**src/rtl/reset_strap_params.svh**
```systemverilog
// Constants for the reset and boot-strap control block
`ifndef RESET_STRAP_PARAMS_SVH
`define RESET_STRAP_PARAMS_SVH

// Register offsets on the plain register port
`define REG_CTRL        4'h0
`define REG_STRAPS      4'h1
`define REG_GPIO_ALT    4'h2
`define REG_GPIO_OE     4'h3
`define REG_GPIO_OUT    4'h4
`define REG_GPIO_IN     4'h5
`define REG_IRQ_STAT    4'h6
`define REG_IRQ_MASK    4'h7
`define REG_BOOT_CMD    4'h8
`define REG_STATUS      4'h9

// Control register fields
`define CTRL_HALT_BIT   0
`define CTRL_PRST_A_BIT 1
`define CTRL_PRST_B_BIT 2
`define CTRL_EVENT_BIT  3

// Interrupt status fields
`define IRQ_EXP0_BIT    0
`define IRQ_EXP2_BIT    1
`define IRQ_RUN_BIT     2

// Boot-bus command field
`define BOOT_GO_BIT     0

// Switch mode encodings
`define MODE_NORMAL     4'h0
`define MODE_EEPROM     4'h1

// GPIO pin roles in alternate function
`define PIN_PRST_A      0
`define PIN_PRST_B      1
`define PIN_EXP0        2
`define PIN_EXP2        4
`define PIN_EVENT       7

// Boot bus rates and core clock
`define CLK_HZ          10000000
`define SLOW_HZ         100000
`define FAST_HZ         400000
// Half period in cycles, rounded down so the rate never runs slow
`define SLOW_HALF       (`CLK_HZ / (2 * `SLOW_HZ))
`define FAST_HALF       (`CLK_HZ / (2 * `FAST_HZ))

// Reset procedure length in cycles
`define RESET_CYCLES    16
// Length of the boot-bus access burst in clock toggles
`define BOOT_TOGGLES    18

`endif

```
**src/rtl/reset_strap_pkg.sv**
```systemverilog
// Types for the reset and boot-strap control block
package reset_strap_pkg;
    typedef enum logic [3:0] {
        ST_RESET = 4'b0001,
        ST_HALT  = 4'b0010,
        ST_BOOT  = 4'b0100,
        ST_RUN   = 4'b1000
    } seq_state_t;
endpackage

```
**src/rtl/switch_reset_strap.sv**
```systemverilog
// Reset sequencer, strap capture, boot-bus clock and GPIO muxing
//
// Functional notes
// - EEPROM bus address from four straps
// - Boot bus clock toggles only during access
// - Target bus address from straps 5,3:1
// - Slow strap picks 100 kHz, else 400
// - Pins are plain GPIO unless alternate
// - Pins 0,1 drive downstream port resets
// - Pins 2,4 take expander interrupts
// - Pin 7 drives active-low event output
// - Downstream shared-clock strap reported
// - Upstream shared-clock strap reported
// - Fundamental reset clears all logic
// - Hold strap keeps device halted in reset
// - Clearing halt bit starts normal operation
// - Mode strap: 0 normal, 1 EEPROM, others reserved
// - Names ending n are active low
`timescale 1ns/1ps
`include "reset_strap_params.svh"

module switch_reset_strap #(
    parameter int GPIO_W = 8
) (
    input  wire logic              clk,
    input  wire logic              resetn,
    input  wire logic [3:0]        eeprom_bus_addr_strap,
    input  wire logic [3:0]        target_bus_addr_strap,
    input  wire logic [3:0]        switch_mode_strap,
    input  wire logic              boot_bus_slow_sel,
    input  wire logic              shared_refclk_down,
    input  wire logic              shared_refclk_up,
    input  wire logic              reset_hold,
    input  wire logic [3:0]        regAddr,
    input  wire logic [31:0]       regWdata,
    input  wire logic              regWr,
    input  wire logic              regRd,
    output logic      [31:0]       regRdata,
    input  wire logic [GPIO_W-1:0] gpioIn,
    output logic      [GPIO_W-1:0] gpioOut,
    output logic      [GPIO_W-1:0] gpioOe,
    output logic                   bootBusClkOut,
    output logic                   bootBusClkOe,
    output logic                   linkResetReq,
    output logic                   coreRunning,
    output logic                   irq
);

    // ------------------------------------------------------------
    // Strap capture
    // ------------------------------------------------------------
    logic [3:0] eeAddr_q;
    logic [6:0] tgtAddr_q;
    logic [3:0] mode_q;
    logic       slow_q;
    logic       ccDown_q;
    logic       ccUp_q;
    logic       hold_q;
    logic       captured_q;
    reset_strap_pkg::seq_state_t state_q;
    logic [7:0] rstCnt_q;

    always_ff @(posedge clk or negedge resetn) begin
        if (!resetn) begin
            captured_q <= 1'b0;
            eeAddr_q   <= 4'h0;
            tgtAddr_q  <= 7'h00;
            mode_q     <= 4'h0;
            slow_q     <= 1'b0;
            ccDown_q   <= 1'b0;
            ccUp_q     <= 1'b0;
            hold_q     <= 1'b0;
        end else if (!captured_q) begin
            captured_q <= 1'b1;
            eeAddr_q   <= eeprom_bus_addr_strap;
            tgtAddr_q  <= {1'b0, target_bus_addr_strap[3], 1'b0,
                           target_bus_addr_strap[2:0], 1'b0};
            mode_q     <= switch_mode_strap;
            slow_q     <= boot_bus_slow_sel;
            ccDown_q   <= shared_refclk_down;
            ccUp_q     <= shared_refclk_up;
            hold_q     <= reset_hold;
        end
    end

    // ------------------------------------------------------------
    // Registers
    // ------------------------------------------------------------
    logic [3:0]        ctrl_q;
    logic [GPIO_W-1:0] alt_q;
    logic [GPIO_W-1:0] oe_q;
    logic [GPIO_W-1:0] out_q;
    logic [2:0]        stat_q;
    logic [2:0]        mask_q;
    logic              bootGo_q;
    logic              bootBusy_q;
    logic              wrCtrl;
    logic              eepromMode;
    logic              modeReserved;

    assign wrCtrl       = regWr && (regAddr == `REG_CTRL);
    assign eepromMode   = (mode_q == `MODE_EEPROM);
    assign modeReserved = (mode_q != `MODE_NORMAL) && !eepromMode;

    always_ff @(posedge clk or negedge resetn) begin
        if (!resetn) begin
            ctrl_q <= 4'h0;
        end else if (state_q == reset_strap_pkg::ST_RESET
                     && rstCnt_q == 8'(`RESET_CYCLES - 1)) begin
            ctrl_q[`CTRL_HALT_BIT] <= hold_q;
        end else if (wrCtrl) begin
            ctrl_q <= regWdata[3:0];
        end
    end

    always_ff @(posedge clk or negedge resetn) begin
        if (!resetn) begin
            alt_q <= '0;
            oe_q  <= '0;
            out_q <= '0;
            mask_q <= 3'h0;
        end else if (regWr) begin
            if (regAddr == `REG_GPIO_ALT) alt_q <= regWdata[GPIO_W-1:0];
            if (regAddr == `REG_GPIO_OE) oe_q <= regWdata[GPIO_W-1:0];
            if (regAddr == `REG_GPIO_OUT) out_q <= regWdata[GPIO_W-1:0];
            if (regAddr == `REG_IRQ_MASK) mask_q <= regWdata[2:0];
        end
    end

    // ------------------------------------------------------------
    // Reset sequencer
    // ------------------------------------------------------------
    logic bootStart;
    assign bootStart = bootGo_q && !bootBusy_q;

    always_ff @(posedge clk or negedge resetn) begin
        if (!resetn) begin
            state_q  <= reset_strap_pkg::ST_RESET;
            rstCnt_q <= 8'h00;
        end else begin
            case (state_q)
                reset_strap_pkg::ST_RESET: begin
                    if (rstCnt_q == 8'(`RESET_CYCLES - 1)) begin
                        if (hold_q)
                            state_q <= reset_strap_pkg::ST_HALT;
                        else if (eepromMode)
                            state_q <= reset_strap_pkg::ST_BOOT;
                        else
                            state_q <= reset_strap_pkg::ST_RUN;
                    end else begin
                        rstCnt_q <= rstCnt_q + 8'h01;
                    end
                end
                reset_strap_pkg::ST_HALT: begin
                    if (!ctrl_q[`CTRL_HALT_BIT])
                        state_q <= eepromMode ? reset_strap_pkg::ST_BOOT
                                              : reset_strap_pkg::ST_RUN;
                end
                reset_strap_pkg::ST_BOOT: begin
                    if (!bootBusy_q && !bootGo_q)
                        state_q <= reset_strap_pkg::ST_RUN;
                end
                reset_strap_pkg::ST_RUN: state_q <= reset_strap_pkg::ST_RUN;
                default: state_q <= reset_strap_pkg::ST_RESET;
            endcase
        end
    end

    assign linkResetReq = (state_q == reset_strap_pkg::ST_RESET)
                       || (state_q == reset_strap_pkg::ST_HALT);
    assign coreRunning  = (state_q == reset_strap_pkg::ST_RUN);

    // ------------------------------------------------------------
    // Boot bus clock
    // ------------------------------------------------------------
    logic [7:0] divCnt_q;
    logic [7:0] toggles_q;
    logic       sclk_q;
    logic [7:0] halfCnt;
    logic       enterBoot;

    // Half period chosen by slow strap
    assign halfCnt = slow_q ? 8'(`SLOW_HALF) : 8'(`FAST_HALF);
    assign enterBoot = eepromMode && ((state_q == reset_strap_pkg::ST_HALT
        && !ctrl_q[`CTRL_HALT_BIT]) || (!hold_q && rstCnt_q ==
        8'(`RESET_CYCLES - 1) && state_q == reset_strap_pkg::ST_RESET));

    always_ff @(posedge clk or negedge resetn) begin
        if (!resetn) begin
            bootGo_q <= 1'b0;
        end else if (enterBoot || (regWr && regAddr == `REG_BOOT_CMD
                     && regWdata[`BOOT_GO_BIT])) begin
            bootGo_q <= 1'b1;
        end else if (bootStart) begin
            bootGo_q <= 1'b0;
        end
    end

    // Clock runs only during an access burst
    always_ff @(posedge clk or negedge resetn) begin
        if (!resetn) begin
            bootBusy_q <= 1'b0;
            divCnt_q   <= 8'h00;
            toggles_q  <= 8'h00;
            sclk_q     <= 1'b1;
        end else if (bootStart) begin
            bootBusy_q <= 1'b1;
            divCnt_q   <= 8'h00;
            toggles_q  <= 8'h00;
        end else if (bootBusy_q) begin
            if (divCnt_q == halfCnt - 8'h01) begin
                divCnt_q  <= 8'h00;
                sclk_q    <= ~sclk_q;
                toggles_q <= toggles_q + 8'h01;
                if (toggles_q == 8'(`BOOT_TOGGLES - 1))
                    bootBusy_q <= 1'b0;
            end else begin
                divCnt_q <= divCnt_q + 8'h01;
            end
        end else begin
            sclk_q <= 1'b1;
        end
    end

    // Open drain: drive only to pull low
    assign bootBusClkOut = 1'b0;
    assign bootBusClkOe  = bootBusy_q && !sclk_q;

    // ------------------------------------------------------------
    // GPIO and alternate functions
    // ------------------------------------------------------------
    logic [GPIO_W-1:0] altOut;
    logic [GPIO_W-1:0] altOe;

    always_comb begin
        altOut = '0;
        altOe  = '0;
        // Port resets held while not running
        altOut[`PIN_PRST_A] = coreRunning && !ctrl_q[`CTRL_PRST_A_BIT];
        altOut[`PIN_PRST_B] = coreRunning && !ctrl_q[`CTRL_PRST_B_BIT];
        altOe[`PIN_PRST_A]  = 1'b1;
        altOe[`PIN_PRST_B]  = 1'b1;
        // Event pin low while event set
        altOut[`PIN_EVENT]  = !ctrl_q[`CTRL_EVENT_BIT];
        altOe[`PIN_EVENT]   = 1'b1;
    end

    genvar gi;
    generate
        for (gi = 0; gi < GPIO_W; gi++) begin : g_pin
            assign gpioOut[gi] = alt_q[gi] ? altOut[gi] : out_q[gi];
            assign gpioOe[gi]  = alt_q[gi] ? altOe[gi] : oe_q[gi];
        end
    endgenerate

    // ------------------------------------------------------------
    // Interrupts
    // ------------------------------------------------------------
    logic [2:0] evt;
    logic [2:0] clr;
    logic       runSeen_q;

    always_ff @(posedge clk or negedge resetn) begin
        if (!resetn) runSeen_q <= 1'b0;
        else         runSeen_q <= coreRunning;
    end

    assign evt[`IRQ_EXP0_BIT] = alt_q[`PIN_EXP0] && !gpioIn[`PIN_EXP0];
    assign evt[`IRQ_EXP2_BIT] = alt_q[`PIN_EXP2] && !gpioIn[`PIN_EXP2];
    assign evt[`IRQ_RUN_BIT]  = coreRunning && !runSeen_q;
    assign clr = (regWr && regAddr == `REG_IRQ_STAT) ? regWdata[2:0] : 3'h0;

    // Set wins over a same-cycle clear
    always_ff @(posedge clk or negedge resetn) begin
        if (!resetn) stat_q <= 3'h0;
        else         stat_q <= (stat_q & ~clr) | evt;
    end

    assign irq = |(stat_q & mask_q);

    // ------------------------------------------------------------
    // Read port
    // ------------------------------------------------------------
    always_ff @(posedge clk or negedge resetn) begin
        if (!resetn) begin
            regRdata <= 32'h0;
        end else if (regRd) begin
            case (regAddr)
                `REG_CTRL:     regRdata <= {28'h0, ctrl_q};
                `REG_STRAPS:   regRdata <= {11'h0, modeReserved, ccUp_q,
                                            ccDown_q, slow_q, mode_q,
                                            1'b0, tgtAddr_q,
                                            eeAddr_q, 1'b0};
                `REG_GPIO_ALT: regRdata <= 32'(alt_q);
                `REG_GPIO_OE:  regRdata <= 32'(oe_q);
                `REG_GPIO_OUT: regRdata <= 32'(out_q);
                `REG_GPIO_IN:  regRdata <= 32'(gpioIn);
                `REG_IRQ_STAT: regRdata <= {29'h0, stat_q};
                `REG_IRQ_MASK: regRdata <= {29'h0, mask_q};
                `REG_BOOT_CMD: regRdata <= {31'h0, bootBusy_q};
                `REG_STATUS:   regRdata <= {28'h0, state_q};
                default:       regRdata <= 32'h0;
            endcase
        end else begin
            regRdata <= 32'h0;
        end
    end

    localparam int slowHalfCyc = `SLOW_HALF;
endmodule
```
**config.mk**
```make
export PLATFORM = sky130hd
export DESIGN_NAME = switch_reset_strap
export DESIGN_NICKNAME = d
export VERILOG_FILES = /design/src/rtl/reset_strap_pkg.sv /design/src/rtl/switch_reset_strap.sv
export VERILOG_INCLUDE_DIRS = /design/src /design/src/rtl
export SDC_FILE = /design/constraint.sdc
export NUM_CORES = 1
export LEC_CHECK = 0
export BUFFER_PORTS_ARGS = -buffer_cell sky130_fd_sc_hd__buf_2
export CORE_MARGIN = 3
export CORE_UTILIZATION = 43
export CTS_BUF_LIST = sky130_fd_sc_hd__clkbuf_4
export CTS_CLUSTER_SIZE = 40
export DETAILED_ROUTE_END_ITERATION = 16
export PLACE_DENSITY = 0.66
export RECOVER_POWER = 25
export SYNTH_ARGS = -nofsm -noshare
export SYNTH_HDL_FRONTEND = slang
export SYNTH_SLANG_ARGS = --single-unit
```
**constraint.sdc**
```tcl
create_clock -name clk -period 2.2 [get_ports clk]
set_clock_uncertainty 0.05 [all_clocks]
set_input_delay 0.11 -clock clk [delete_from_list [all_inputs] [get_ports clk]]
set_output_delay 0.11 -clock clk [all_outputs]
set_load 0.02 [all_outputs]
```
==> results of run 1 <==
power groups by stage:
stage | combinational [µW] | sequential [µW] | clock (µW)
2_1_floorplan | 1130 | 2430 | 0
3_3_place_gp | 1410 | 2520 | 0
3_5_place_dp | 1440 | 2540 | 0
4_1_cts | 1490 | 2500 | 970
5_1_grt | 1640 | 2560 | 1040
6_report | 1490 | 2500 | 933
critical path, cell delays in order (launching register included):
cell	delay, ns
sky130_fd_sc_hd__dfstp_2	0.62
sky130_fd_sc_hd__or4b_4	0.52
sky130_fd_sc_hd__nor3b_4	0.31
sky130_fd_sc_hd__nor2_1	0.16
sky130_fd_sc_hd__mux2_2	0.29
per-layer routing:
metal  part of all wire (%)  track usage, %
met1                     44            23.8
met4                   0.99            4.62
met3                    4.8            4.05
met5                  0.096               0
met2                     50            29.8
kinds of logic (layout without fill, tap and decap cells):
family / after synthesis / after routing / share of synthesized area (%)
other: 2 / 16 / 0.147
AOI/OAI and AO/OA: 73 / 73 / 9.80
DFF: 101 / 101 / 49.5
xor gates and xnor gates: 10 / 10 / 1.71
buffers and inverters: 45 / 145 / 4.90
adders and majority gates: 4 / 4 / 0.980
muxes: 69 / 69 / 15.3
and+or+nand+nor: 155 / 155 / 17.7
registers in the layout (all words and copies together), names as in the netlist, 3 cells and up:
name	count
out_q	8
ctrl_q	4
toggles_q	8
mask_q	3
mode_q	4
eeAddr_q	4
stat_q	3
tgtAddr_q	4
regRdata	18
state_q	4
alt_q	8
rstCnt_q	8
oe_q	8
divCnt_q	8
stage by stage:
stage,std cells,util [%],cell area (µm²),hold slack (ns)
after global placement,667,48.7,5600,-0.0591
after CTS,714,52.5,6050,0.0263
after global routing,716,52.6,6050,0.0645
after detailed placement,667,48.7,5600,-0.0529
final,716,52.6,6050,0.0777
after floorplan,473,-,5160,-0.236
worst max-delay path by stage:
stage	start	end	slack, ns	depth (start not counted)
after floorplan	divCnt_q[3]	toggles_q[3]	0.34	5
after global placement	state_q[0]	ctrl_q[3]	0.22	4
after detailed placement	state_q[0]	ctrl_q[1]	0.17	4
after CTS	state_q[1]	gpioOut[0]	0.05	6
after global routing	state_q[1]	gpioOut[0]	0.02	6
final	state_q[0]	ctrl_q[1]	0.16	4
layout by cell type, fill, tap and decap left out, drive strengths merged, types with 10 or more instances in the layout:
master and instances:
dfrtp 99, buf 89, mux2 61, dlygate4sd3 32, nand2 28, nor2 25
nor2b 17, o21ai 16, conb 16, nand3 14, a21oi 13, clkbuf 11
and2 10
synthesized netlist by cell type (7+ instances only):
master / count
sky130_fd_sc_hd__and2_1: 10
sky130_fd_sc_hd__nor2_1: 24
sky130_fd_sc_hd__nand2_1: 28
sky130_fd_sc_hd__o211ai_1: 8
sky130_fd_sc_hd__buf_4: 15
sky130_fd_sc_hd__and3_1: 8
sky130_fd_sc_hd__mux2i_1: 7
sky130_fd_sc_hd__mux2_2: 61
sky130_fd_sc_hd__nor2b_1: 17
sky130_fd_sc_hd__dfrtp_1: 99
sky130_fd_sc_hd__o21ai_0: 16
sky130_fd_sc_hd__clkbuf_1: 16
sky130_fd_sc_hd__inv_1: 8
sky130_fd_sc_hd__nand3_1: 14
sky130_fd_sc_hd__a21oi_1: 13
final cells by class:
class | count | area [µm²]
Clock buffer | 10 | 75.1
Clock inverter | 5 | 52.6
Fill cell | 1044 | 5460
Inverter | 8 | 30.0
Multi-Input combinational cell | 327 | 2380
Sequential cell | 101 | 2530
Tap cell | 143 | 179
Timing Repair Buffer | 122 | 806
timing repair:
item / 4_1_cts / 5_1_grt
hold buffers: 32 / 0
setup endpoints to repair: 0 / 2
hold endpoints to repair: 153 / 0
setup buffers: 0 / 2
==> impl_metrics.py, run 1 <==
metrics = {
    "run_status": {
        "outcome": "complete, no violations",
    },
    "cts": {
        "cts_resized": 0,
        "total_clock_buffers_created_by_cts": 9,
        "cts.sink_count": 101,
        "cts.clk_slew.worst_paths_ns": 0.14,
        "cts_tree": "built",
        "worst_skew_pair.late_latency_ns": 0.45,
        "cts_root_buffer": "sky130_fd_sc_hd__clkbuf_4",
        "max-clock-path-buffers": 2,
        "htree_num_levels": 3,
    },
    "yosys": {
        "yosys_most_used_dff": "sky130_fd_sc_hd__dfrtp_1",
        "synth-seq-cells": 101,
        "synth-async-reset-ratio_pct": 100,
        "netlist.area_leader.share_pct": 48.5,
        "yosys.area.top_type": "sky130_fd_sc_hd__dfrtp_1",
        "synth_instances": 459,
        "synth_edf_count": 0,
        "synth_top_cells_by_area": "sky130_fd_sc_hd__dfrtp_1, sky130_fd_sc_hd__mux2_2, sky130_fd_sc_hd__buf_4",
        "synth_cell_types": 64,
        "post_synth_instance_area_um2": 5110,
        "ys_seq_area_share_pct": 49.5,
        "mean_instance_size_in_the_synthesized_netlist_um2": 11.1,
        "synth.yosys.warnings": 0,
    },
    "job": {
        "drv_cap": 0,
    },
    "sta": {
        "relSlewSlack_pct": 38.8,
        "period_share_pct": 92.8,
        "slew_viol_final": 0,
        "rsz0062_at_grt": "no",
        "final.min_clock_period_ns": 2.04,
        "finalSetupViolCount": 0,
        "fmax_mhz": 490,
        "setup_total_negative_slack_ns": 0,
        "timing_hold_violations_final": 0,
        "worstMarginPinSlew_ns": 0.918,
        "postLayoutSetupSlackWorst_ns": 0.158,
    },
    "worst_setup_path": {
        "regToRegStartpoint": "state_q[0]",
        "setup.reg_to_reg.worst_slack_ns": 0.16,
        "reg_to_reg_end": "ctrl_q[1]",
        "timing.critical_path.fanout_max": 6,
        "crit_required_ns": 2.50,
        "cp-end-kind": "flop",
        "reg2regPathDepth": 4,
        "start_kind": "flop",
        "worst-setup-path-type": "flop to flop",
        "critical_path_arrival_ns": 2.34,
    },
    "pwr": {
        "comb_power_share_pct": 30.3,
        "clock_power_share_pct": 18.9,
        "net-switching-power_uw": 1670,
        "power.density_cell_area_nw_per_um2": 814,
        "internal-power_uw": 3260,
        "static_leakage_uw": 0.00280,
        "switching_share_pct": 33.8,
        "power_frac_seq_pct": 50.8,
        "worst_ir_drop_vdd_uv": 539,
        "totalPowerFinal_uw": 4930,
    },
    "final_layout": {
        "areaGrowthSynthToFinish_pct": 18.5,
        "final_net_count": 637,
        "post_route_cells_drive_above_1_share_pct": 31.2,
        "insertedDiodeCount": 0,
    },
    "routing": {
        "detailroute.via_count": 3899,
        "route.detailed.vias_per_inst": 5.45,
        "initialDrtViolationCount": 206,
        "route.detailed.drc": 0,
        "finalWirelength_um": 11500,
        "detail-route-antenna-nets": 0,
        "drt_pass1_iterations": 4,
        "routed_wire_length_per_instance_um": 16.0,
    },
    "die": {
        "die_h_um": 115,
        "initial_utilization_pct": 44.4,
        "die-area_um2": 13200,
        "core.rowCount": 39,
        "placeable_core_region_um2": 11500,
        "io_pins": 117,
        "fp.dieW_um": 115,
    },
    "hold_path": {
        "timing.hold.worst_path_depth": 3,
        "hold-path-endpoint": "regRdata[2]",
        "hold_path_startpoint": "regRd",
        "hold_path.class": "input port to flop",
    },
    "place": {
        "detailedPlacementHpwl_um": 7980,
        "post-place-ws_ns": 0.173,
        "io_buffers": 77,
        "gpl.final_weighted_congestion": 0.827,
    },
    "grt": {
        "grt-ovfl-total": 0,
        "grt_max_degree": 85,
        "antenna_violations_before_repair": 1,
        "globalRouteTotalUtil_pct": 17.9,
        "grt_pass1_vias": 3864,
        "grt_pass1_wl_um": 18800,
    },
}
(Power assumes the default switching activity.)
==> run 2: changes to the inputs <==
Settings changed: PLACE_DENSITY 0.66 to unset, PLACE_DENSITY_LB_ADDON set to 0.1.
==> run 2 against run 1 <==
Net effect: cell area grew 0.48%; clock power shrank 5.9%; final cell count up 0.84%; maximum frequency increased by 2.0%; non-clock buffer count increased by 5; critical path type unchanged; largest cell class unchanged; largest power group unchanged; highest routed layer is now met4.
==> impl_metrics.py, run 2 (synthesis results as in run 1) <==
metrics = {
    "worst_setup_path": {
        "reg2regPathDepth": 4,
        "timing.critical_path.fanout_max": 6,
        "critical_path_cell_list": "or4b_4 > nor3b_4 > nor2_1 > mux2_2",
        "cp-end-kind": "flop",
        "critical-path-slowest-cell": "sky130_fd_sc_hd__dfstp_2",
        "worst-path-buf-inv": 0,
        "max_stage_delay_ns": 0.61,
        "setup.reg_to_reg.worst_slack_ns": 0.20,
        "critical_path_arrival_ns": 2.32,
        "worst-setup-path-type": "flop to flop",
        "start_kind": "flop",
        "crit_required_ns": 2.52,
        "regToRegStartpoint": "state_q[0]",
        "reg_to_reg_end": "ctrl_q[2]",
        "critical-path-top-delay-family": "simple AND/OR/NAND/NOR gates",
    },
    "job": {
        "drv_cap": 0,
    },
    "pwr": {
        "clock_power_share_pct": 18.0,
        "comb_power_share_pct": 30.6,
        "power.density_cell_area_nw_per_um2": 804,
        "internal-power_uw": 3160,
        "net-switching-power_uw": 1730,
        "switching_share_pct": 35.3,
        "power_frac_seq_pct": 51.4,
        "worst_ir_drop_vdd_uv": 712,
        "static_leakage_uw": 0.00281,
    },
    "routing": {
        "detail_route.wirelength.met1_um": 5280,
        "detail-route-antenna-nets": 0,
        "route.detailed.drc": 0,
        "maxUsedRoutingLayer": "met4",
        "wl_met3_um": 449,
        "routed_wire_length_per_instance_um": 16.5,
        "route.detailed.vias_per_inst": 5.30,
        "detailroute.via_count": 3823,
        "initialDrtViolationCount": 291,
        "drt_pass1_iterations": 4,
        "finalWirelength_um": 11900,
        "met2_length_um": 6050,
    },
    "sta": {
        "period_share_pct": 91.0,
        "fmax_mhz": 499,
        "relSlewSlack_pct": 17.6,
        "slew_viol_final": 0,
        "final.min_clock_period_ns": 2.00,
        "setup_total_negative_slack_ns": 0,
        "finalSetupViolCount": 0,
        "timing_hold_violations_final": 0,
        "worstMarginPinSlew_ns": 1.24,
        "rsz0062_at_grt": "no",
        "fin_hold_ws_ns": 0.0396,
    },
    "cts": {
        "cts.clk_slew.worst_paths_ns": 0.16,
        "cts_tree": "built",
        "worst_skew_pair.late_latency_ns": 0.47,
        "total_clock_buffers_created_by_cts": 9,
        "cts.sink_count": 101,
        "max-clock-path-buffers": 2,
        "cts_root_buffer": "sky130_fd_sc_hd__clkbuf_4",
        "htree_num_levels": 3,
    },
    "hold_path": {
        "hold_path.class": "input port to asynchronous set/reset pin",
    },
    "grt": {
        "grt_pass1_vias": 4002,
        "grt-ovfl-total": 0,
        "grt_max_degree": 51,
        "grt_pass1_wl_um": 20100,
        "antenna_violations_before_repair": 0,
        "globalRouteTotalUtil_pct": 19.2,
    },
    "final_layout": {
        "max_flop_register": "regRdata",
        "areaGrowthSynthToFinish_pct": 19.1,
        "post_route_cells_drive_above_1_share_pct": 32.1,
        "most_common_cell_after_layout_fill_and_taps_aside": "sky130_fd_sc_hd__dfrtp_1",
        "final_net_count": 642,
        "mostFrequentLayoutCells": "sky130_fd_sc_hd__dfrtp_1, sky130_fd_sc_hd__buf_2, sky130_fd_sc_hd__mux2_2, sky130_fd_sc_hd__dlygate4sd3_1, sky130_fd_sc_hd__nand2_1",
        "nFillCells": 1100,
        "insertedDiodeCount": 0,
        "largest_register_ff_count": 18,
    },
    "die": {
        "core.rowCount": 39,
        "fp.dieW_um": 115,
        "placeable_core_region_um2": 11500,
        "die-area_um2": 13200,
        "initial_utilization_pct": 44.4,
        "die_h_um": 115,
        "io_pins": 117,
    },
    "place": {
        "gpl.final_weighted_congestion": 0.798,
        "io_buffers": 77,
        "detailedPlacementHpwl_um": 8400,
    },
    "run_status": {
        "outcome": "complete, no violations",
    },
}
-- run 2: cell count changes in the layout (fill, tap and decap cells not counted), sizes merged --
| cell | change |
|---|---|
| inv | +1 |
| bufinv | -1 |
| buf | +3 |
| clkinv | +1 |
| clkinvlp | +1 |
| dlygate4sd3 | +1 |
-- run 2: worst register-to-register path: stages (launching register included) --
cell,delay [ns]
sky130_fd_sc_hd__dfstp_2,0.61
sky130_fd_sc_hd__or4b_4,0.51
sky130_fd_sc_hd__nor3b_4,0.29
sky130_fd_sc_hd__nor2_1,0.15
sky130_fd_sc_hd__mux2_2,0.29
-- run 2: how the worst max path moves through the flow --
stage,from,endpoint,slack [ns],depth (start not counted)
floorplan,divCnt_q[3],toggles_q[3],0.34,5
global placement,state_q[0],ctrl_q[2],0.21,4
detailed placement,state_q[0],ctrl_q[2],0.21,4
CTS,state_q[1],gpioOut[0],0.03,5
global route,divCnt_q[0],toggles_q[3],0.06,4
finish,state_q[0],ctrl_q[2],0.20,4
-- run 2: area by class of cell --
class	count	area [µm²]	share of cell area [%]
sequential	101	2530	41.6
clock inverter	7	51.3	0.843
tap	143	179	2.94
inverter	8	30.0	0.494
clock buffer	9	67.6	1.11
timing repair buffer	127	840	13.8
multi-input combinational	327	2380	39.2
-- run 2: what timing repair did --
| item | CTS | global route |
|---|---|---|
| hold buffers | 33 | 0 |
| endpoints found under the setup margin | 0 | 2 |
| buffers inserted | 0 | 2 |
| hold endpoints to repair | 154 | 0 |
| resized for setup | 0 | 2 |
-- run 2: metrics by stage --
step	setup WS [ns]	total power [µW]	cell area, µm²	utilization (%)	instances
after floorplan	0.340	3560	5160	-	473
after global placement	0.205	3960	5630	48.9	671
after detailed placement	0.211	3990	5630	48.9	671
after CTS	0.0333	4940	6080	52.8	720
after global routing	0.0606	5240	6080	52.8	722
final	0.197	4890	6080	52.8	722
-- run 2: power groups by stage --
stage / Clock, µW / Sequential, µW / Combinational, µW
after floorplan: 0 / 2430 / 1130
after global placement: 0 / 2530 / 1430
after detailed placement: 0 / 2550 / 1440
after CTS: 922 / 2510 / 1500
after global routing: 1000 / 2570 / 1660
final: 878 / 2510 / 1500
-- run 2: routing by layer --
layer	track usage [%]	vias to the layer above
met5	0	-
met4	4.07	0
met3	5.16	8
met2	33.1	74
met1	24.5	1886
li1	-	1855
==> run 3: changes to the inputs <==
Settings changed: CORE_ASPECT_RATIO set to 1.1.
==> run 3 against run 2 <==
Net effect: core utilization shrank 0.099 points; highest routed layer unchanged; critical path depth grew 1; final cell count grew 0.69%; cell area is essentially flat; maximum frequency shrank 1.9%; largest power group unchanged; clock power grew 1%; hold slack lost 0.0050 ns.
==> impl_metrics.py, run 3 (synthesis results as in run 1) <==
metrics = {
    "die": {
        "die_h_um": 120,
        "fp.dieW_um": 110,
        "placeable_core_region_um2": 11500,
        "io_pins": 117,
        "die-area_um2": 13200,
        "initial_utilization_pct": 44.3,
        "core.rowCount": 41,
    },
    "worst_setup_path": {
        "worst-path-buf-inv": 1,
        "worst-setup-path-type": "flop to output pin",
        "cp-end-kind": "output pin",
        "critical_path_cell_list": "nor2_2 > nand3b_1 > nor2_1 > mux2_2 > buf_2",
        "crit_required_ns": 2.04,
        "critical-path-slowest-cell": "sky130_fd_sc_hd__dfstp_2",
        "critical_path_arrival_ns": 1.88,
        "max_stage_delay_ns": 0.63,
        "timing.critical_path.fanout_max": 6,
        "start_kind": "flop",
        "critical-path-top-delay-family": "flip-flops",
    },
    "grt": {
        "grt_max_degree": 50,
        "grt_pass1_vias": 3886,
        "grt-ovfl-total": 0,
        "grt_pass1_wl_um": 19700,
        "globalRouteTotalUtil_pct": 18.9,
        "antenna_violations_before_repair": 0,
    },
    "sta": {
        "timing_hold_violations_final": 0,
        "slew_viol_final": 0,
        "finalSetupViolCount": 0,
        "worstMarginPinSlew_ns": 1.39,
        "period_share_pct": 92.8,
        "setup_total_negative_slack_ns": 0,
        "relSlewSlack_pct": 7.38,
        "fmax_mhz": 490,
        "rsz0062_at_grt": "no",
        "final.min_clock_period_ns": 2.04,
    },
    "pwr": {
        "static_leakage_uw": 0.00280,
        "power.density_cell_area_nw_per_um2": 808,
        "worst_ir_drop_vdd_uv": 345,
    },
    "job": {
        "drv_cap": 0,
    },
    "final_layout": {
        "areaGrowthSynthToFinish_pct": 19.1,
        "mostFrequentLayoutCells": "sky130_fd_sc_hd__dfrtp_1, sky130_fd_sc_hd__buf_2, sky130_fd_sc_hd__mux2_2, sky130_fd_sc_hd__dlygate4sd3_1, sky130_fd_sc_hd__nand2_1",
        "max_flop_register": "regRdata",
        "nFillCells": 1086,
        "final_net_count": 640,
        "most_common_cell_after_layout_fill_and_taps_aside": "sky130_fd_sc_hd__dfrtp_1",
        "stdcell_count": 727,
        "post_route_cells_drive_above_1_share_pct": 31.9,
        "combined_area_of_the_multi_input_logic_cells_um2": 2380,
        "insertedDiodeCount": 0,
        "final-seq-area_um2": 2530,
        "largest_register_ff_count": 18,
    },
    "run_status": {
        "outcome": "complete, no violations",
    },
    "cts": {
        "htree_num_levels": 3,
        "worst_skew_pair.late_latency_ns": 0.46,
        "cts.sink_count": 101,
        "cts_tree": "built",
        "cts_root_buffer": "sky130_fd_sc_hd__clkbuf_4",
        "max-clock-path-buffers": 2,
        "total_clock_buffers_created_by_cts": 9,
        "cts.clk_slew.worst_paths_ns": 0.17,
    },
    "place": {
        "dp.cells": 678,
        "gpl.final_weighted_congestion": 0.859,
        "io_buffers": 77,
        "detailedPlacementHpwl_um": 8410,
    },
    "routing": {
        "detailroute.via_count": 3882,
        "finalWirelength_um": 11900,
        "initialDrtViolationCount": 172,
        "route.detailed.vias_per_inst": 5.34,
        "drt_pass1_iterations": 4,
        "route.detailed.drc": 0,
        "routed_wire_length_per_instance_um": 16.4,
        "detail-route-antenna-nets": 0,
    },
    "hold_path": {
        "hold_path.class": "input port to flop",
    },
}
==> run 3: worst reg2reg max path, cell delays in order, from the launching register on <==
cell	delay [ns]
sky130_fd_sc_hd__dfstp_2	0.63
sky130_fd_sc_hd__or4b_4	0.52
sky130_fd_sc_hd__nor3b_4	0.23
sky130_fd_sc_hd__nor2_1	0.13
sky130_fd_sc_hd__mux2_2	0.29
==> run 3: final cells by class <==
class / count / share of cell area [%]
Multi-Input combinational cell: 327 / 39.2
Tap cell: 150 / 3.08
Timing Repair Buffer: 125 / 13.8
Inverter: 8 / 0.494
Clock buffer: 9 / 1.11
Sequential cell: 101 / 41.6
Clock inverter: 7 / 0.802
==> run 3: what timing repair did <==
| action | in CTS | in global routing |
|---|---|---|
| hold endpoints to repair | 154 | 0 |
| setup buffers | 0 | 1 |
| hold buffers | 32 | 0 |
| endpoints found under the setup margin | 0 | 2 |
| resized for setup | 0 | 1 |
==> run 3: layer usage <==
layer / global-route usage, % / wire [µm] / share of wire [%] / up-vias
li1: - / - / - / 1854
met1: 26.1 / 5390 / 45 / 1925
met2: 30.4 / 5850 / 49 / 86
met3: 2.30 / 407 / 3.4 / 17
met4: 7.09 / 248 / 2.1 / 0
met5: 0 / 0 / 0 / -
==> run 3: metrics by stage <==
| step | hold slack (ns) | utilization, % | power (µW) | instance area (µm²) | setup WS [ns] |
|---|---|---|---|---|---|
| 6_report | 0.0346 | 52.7 | 4910 | 6080 | 0.159 |
| 5_1_grt | 0.0500 | 52.7 | 5250 | 6080 | 0.0530 |
| 4_1_cts | 0.0119 | 52.7 | 4960 | 6080 | 0.0889 |
| 3_5_place_dp | -0.00992 | 48.9 | 4020 | 5640 | 0.267 |
| 3_3_place_gp | -0.00989 | 48.9 | 3970 | 5640 | 0.277 |
| 2_1_floorplan | -0.236 | - | 3560 | 5160 | 0.340 |
==> run 3: worst paths after layout <==
| check | startpoint | to | slack, ns | cells past startpoint |
|---|---|---|---|---|
| hold reg to reg | runSeen_q | stat_q[2] | 0.37 | 1 |
| setup / recovery | state_q[0] | gpioOut[1] | 0.16 | 5 |
| min in group asynchronous | resetn | bootBusy_q | 0.42 | 2 |
| max in group asynchronous | resetn | state_q[0] | 0.56 | 3 |
| hold / removal | gpioIn[1] | regRdata[1] | 0.03 | 5 |
| setup reg to reg | state_q[0] | ctrl_q[2] | 0.25 | 4 |
==> run 3: power by group <==
part	total, µW	internal, µW	switching (µW)	leakage, µW
registers	2520	2190	329	0.00126
clock network	888	235	653	0.0000564
logic	1510	745	763	0.00149
total	4910	3170	1750	0.00280
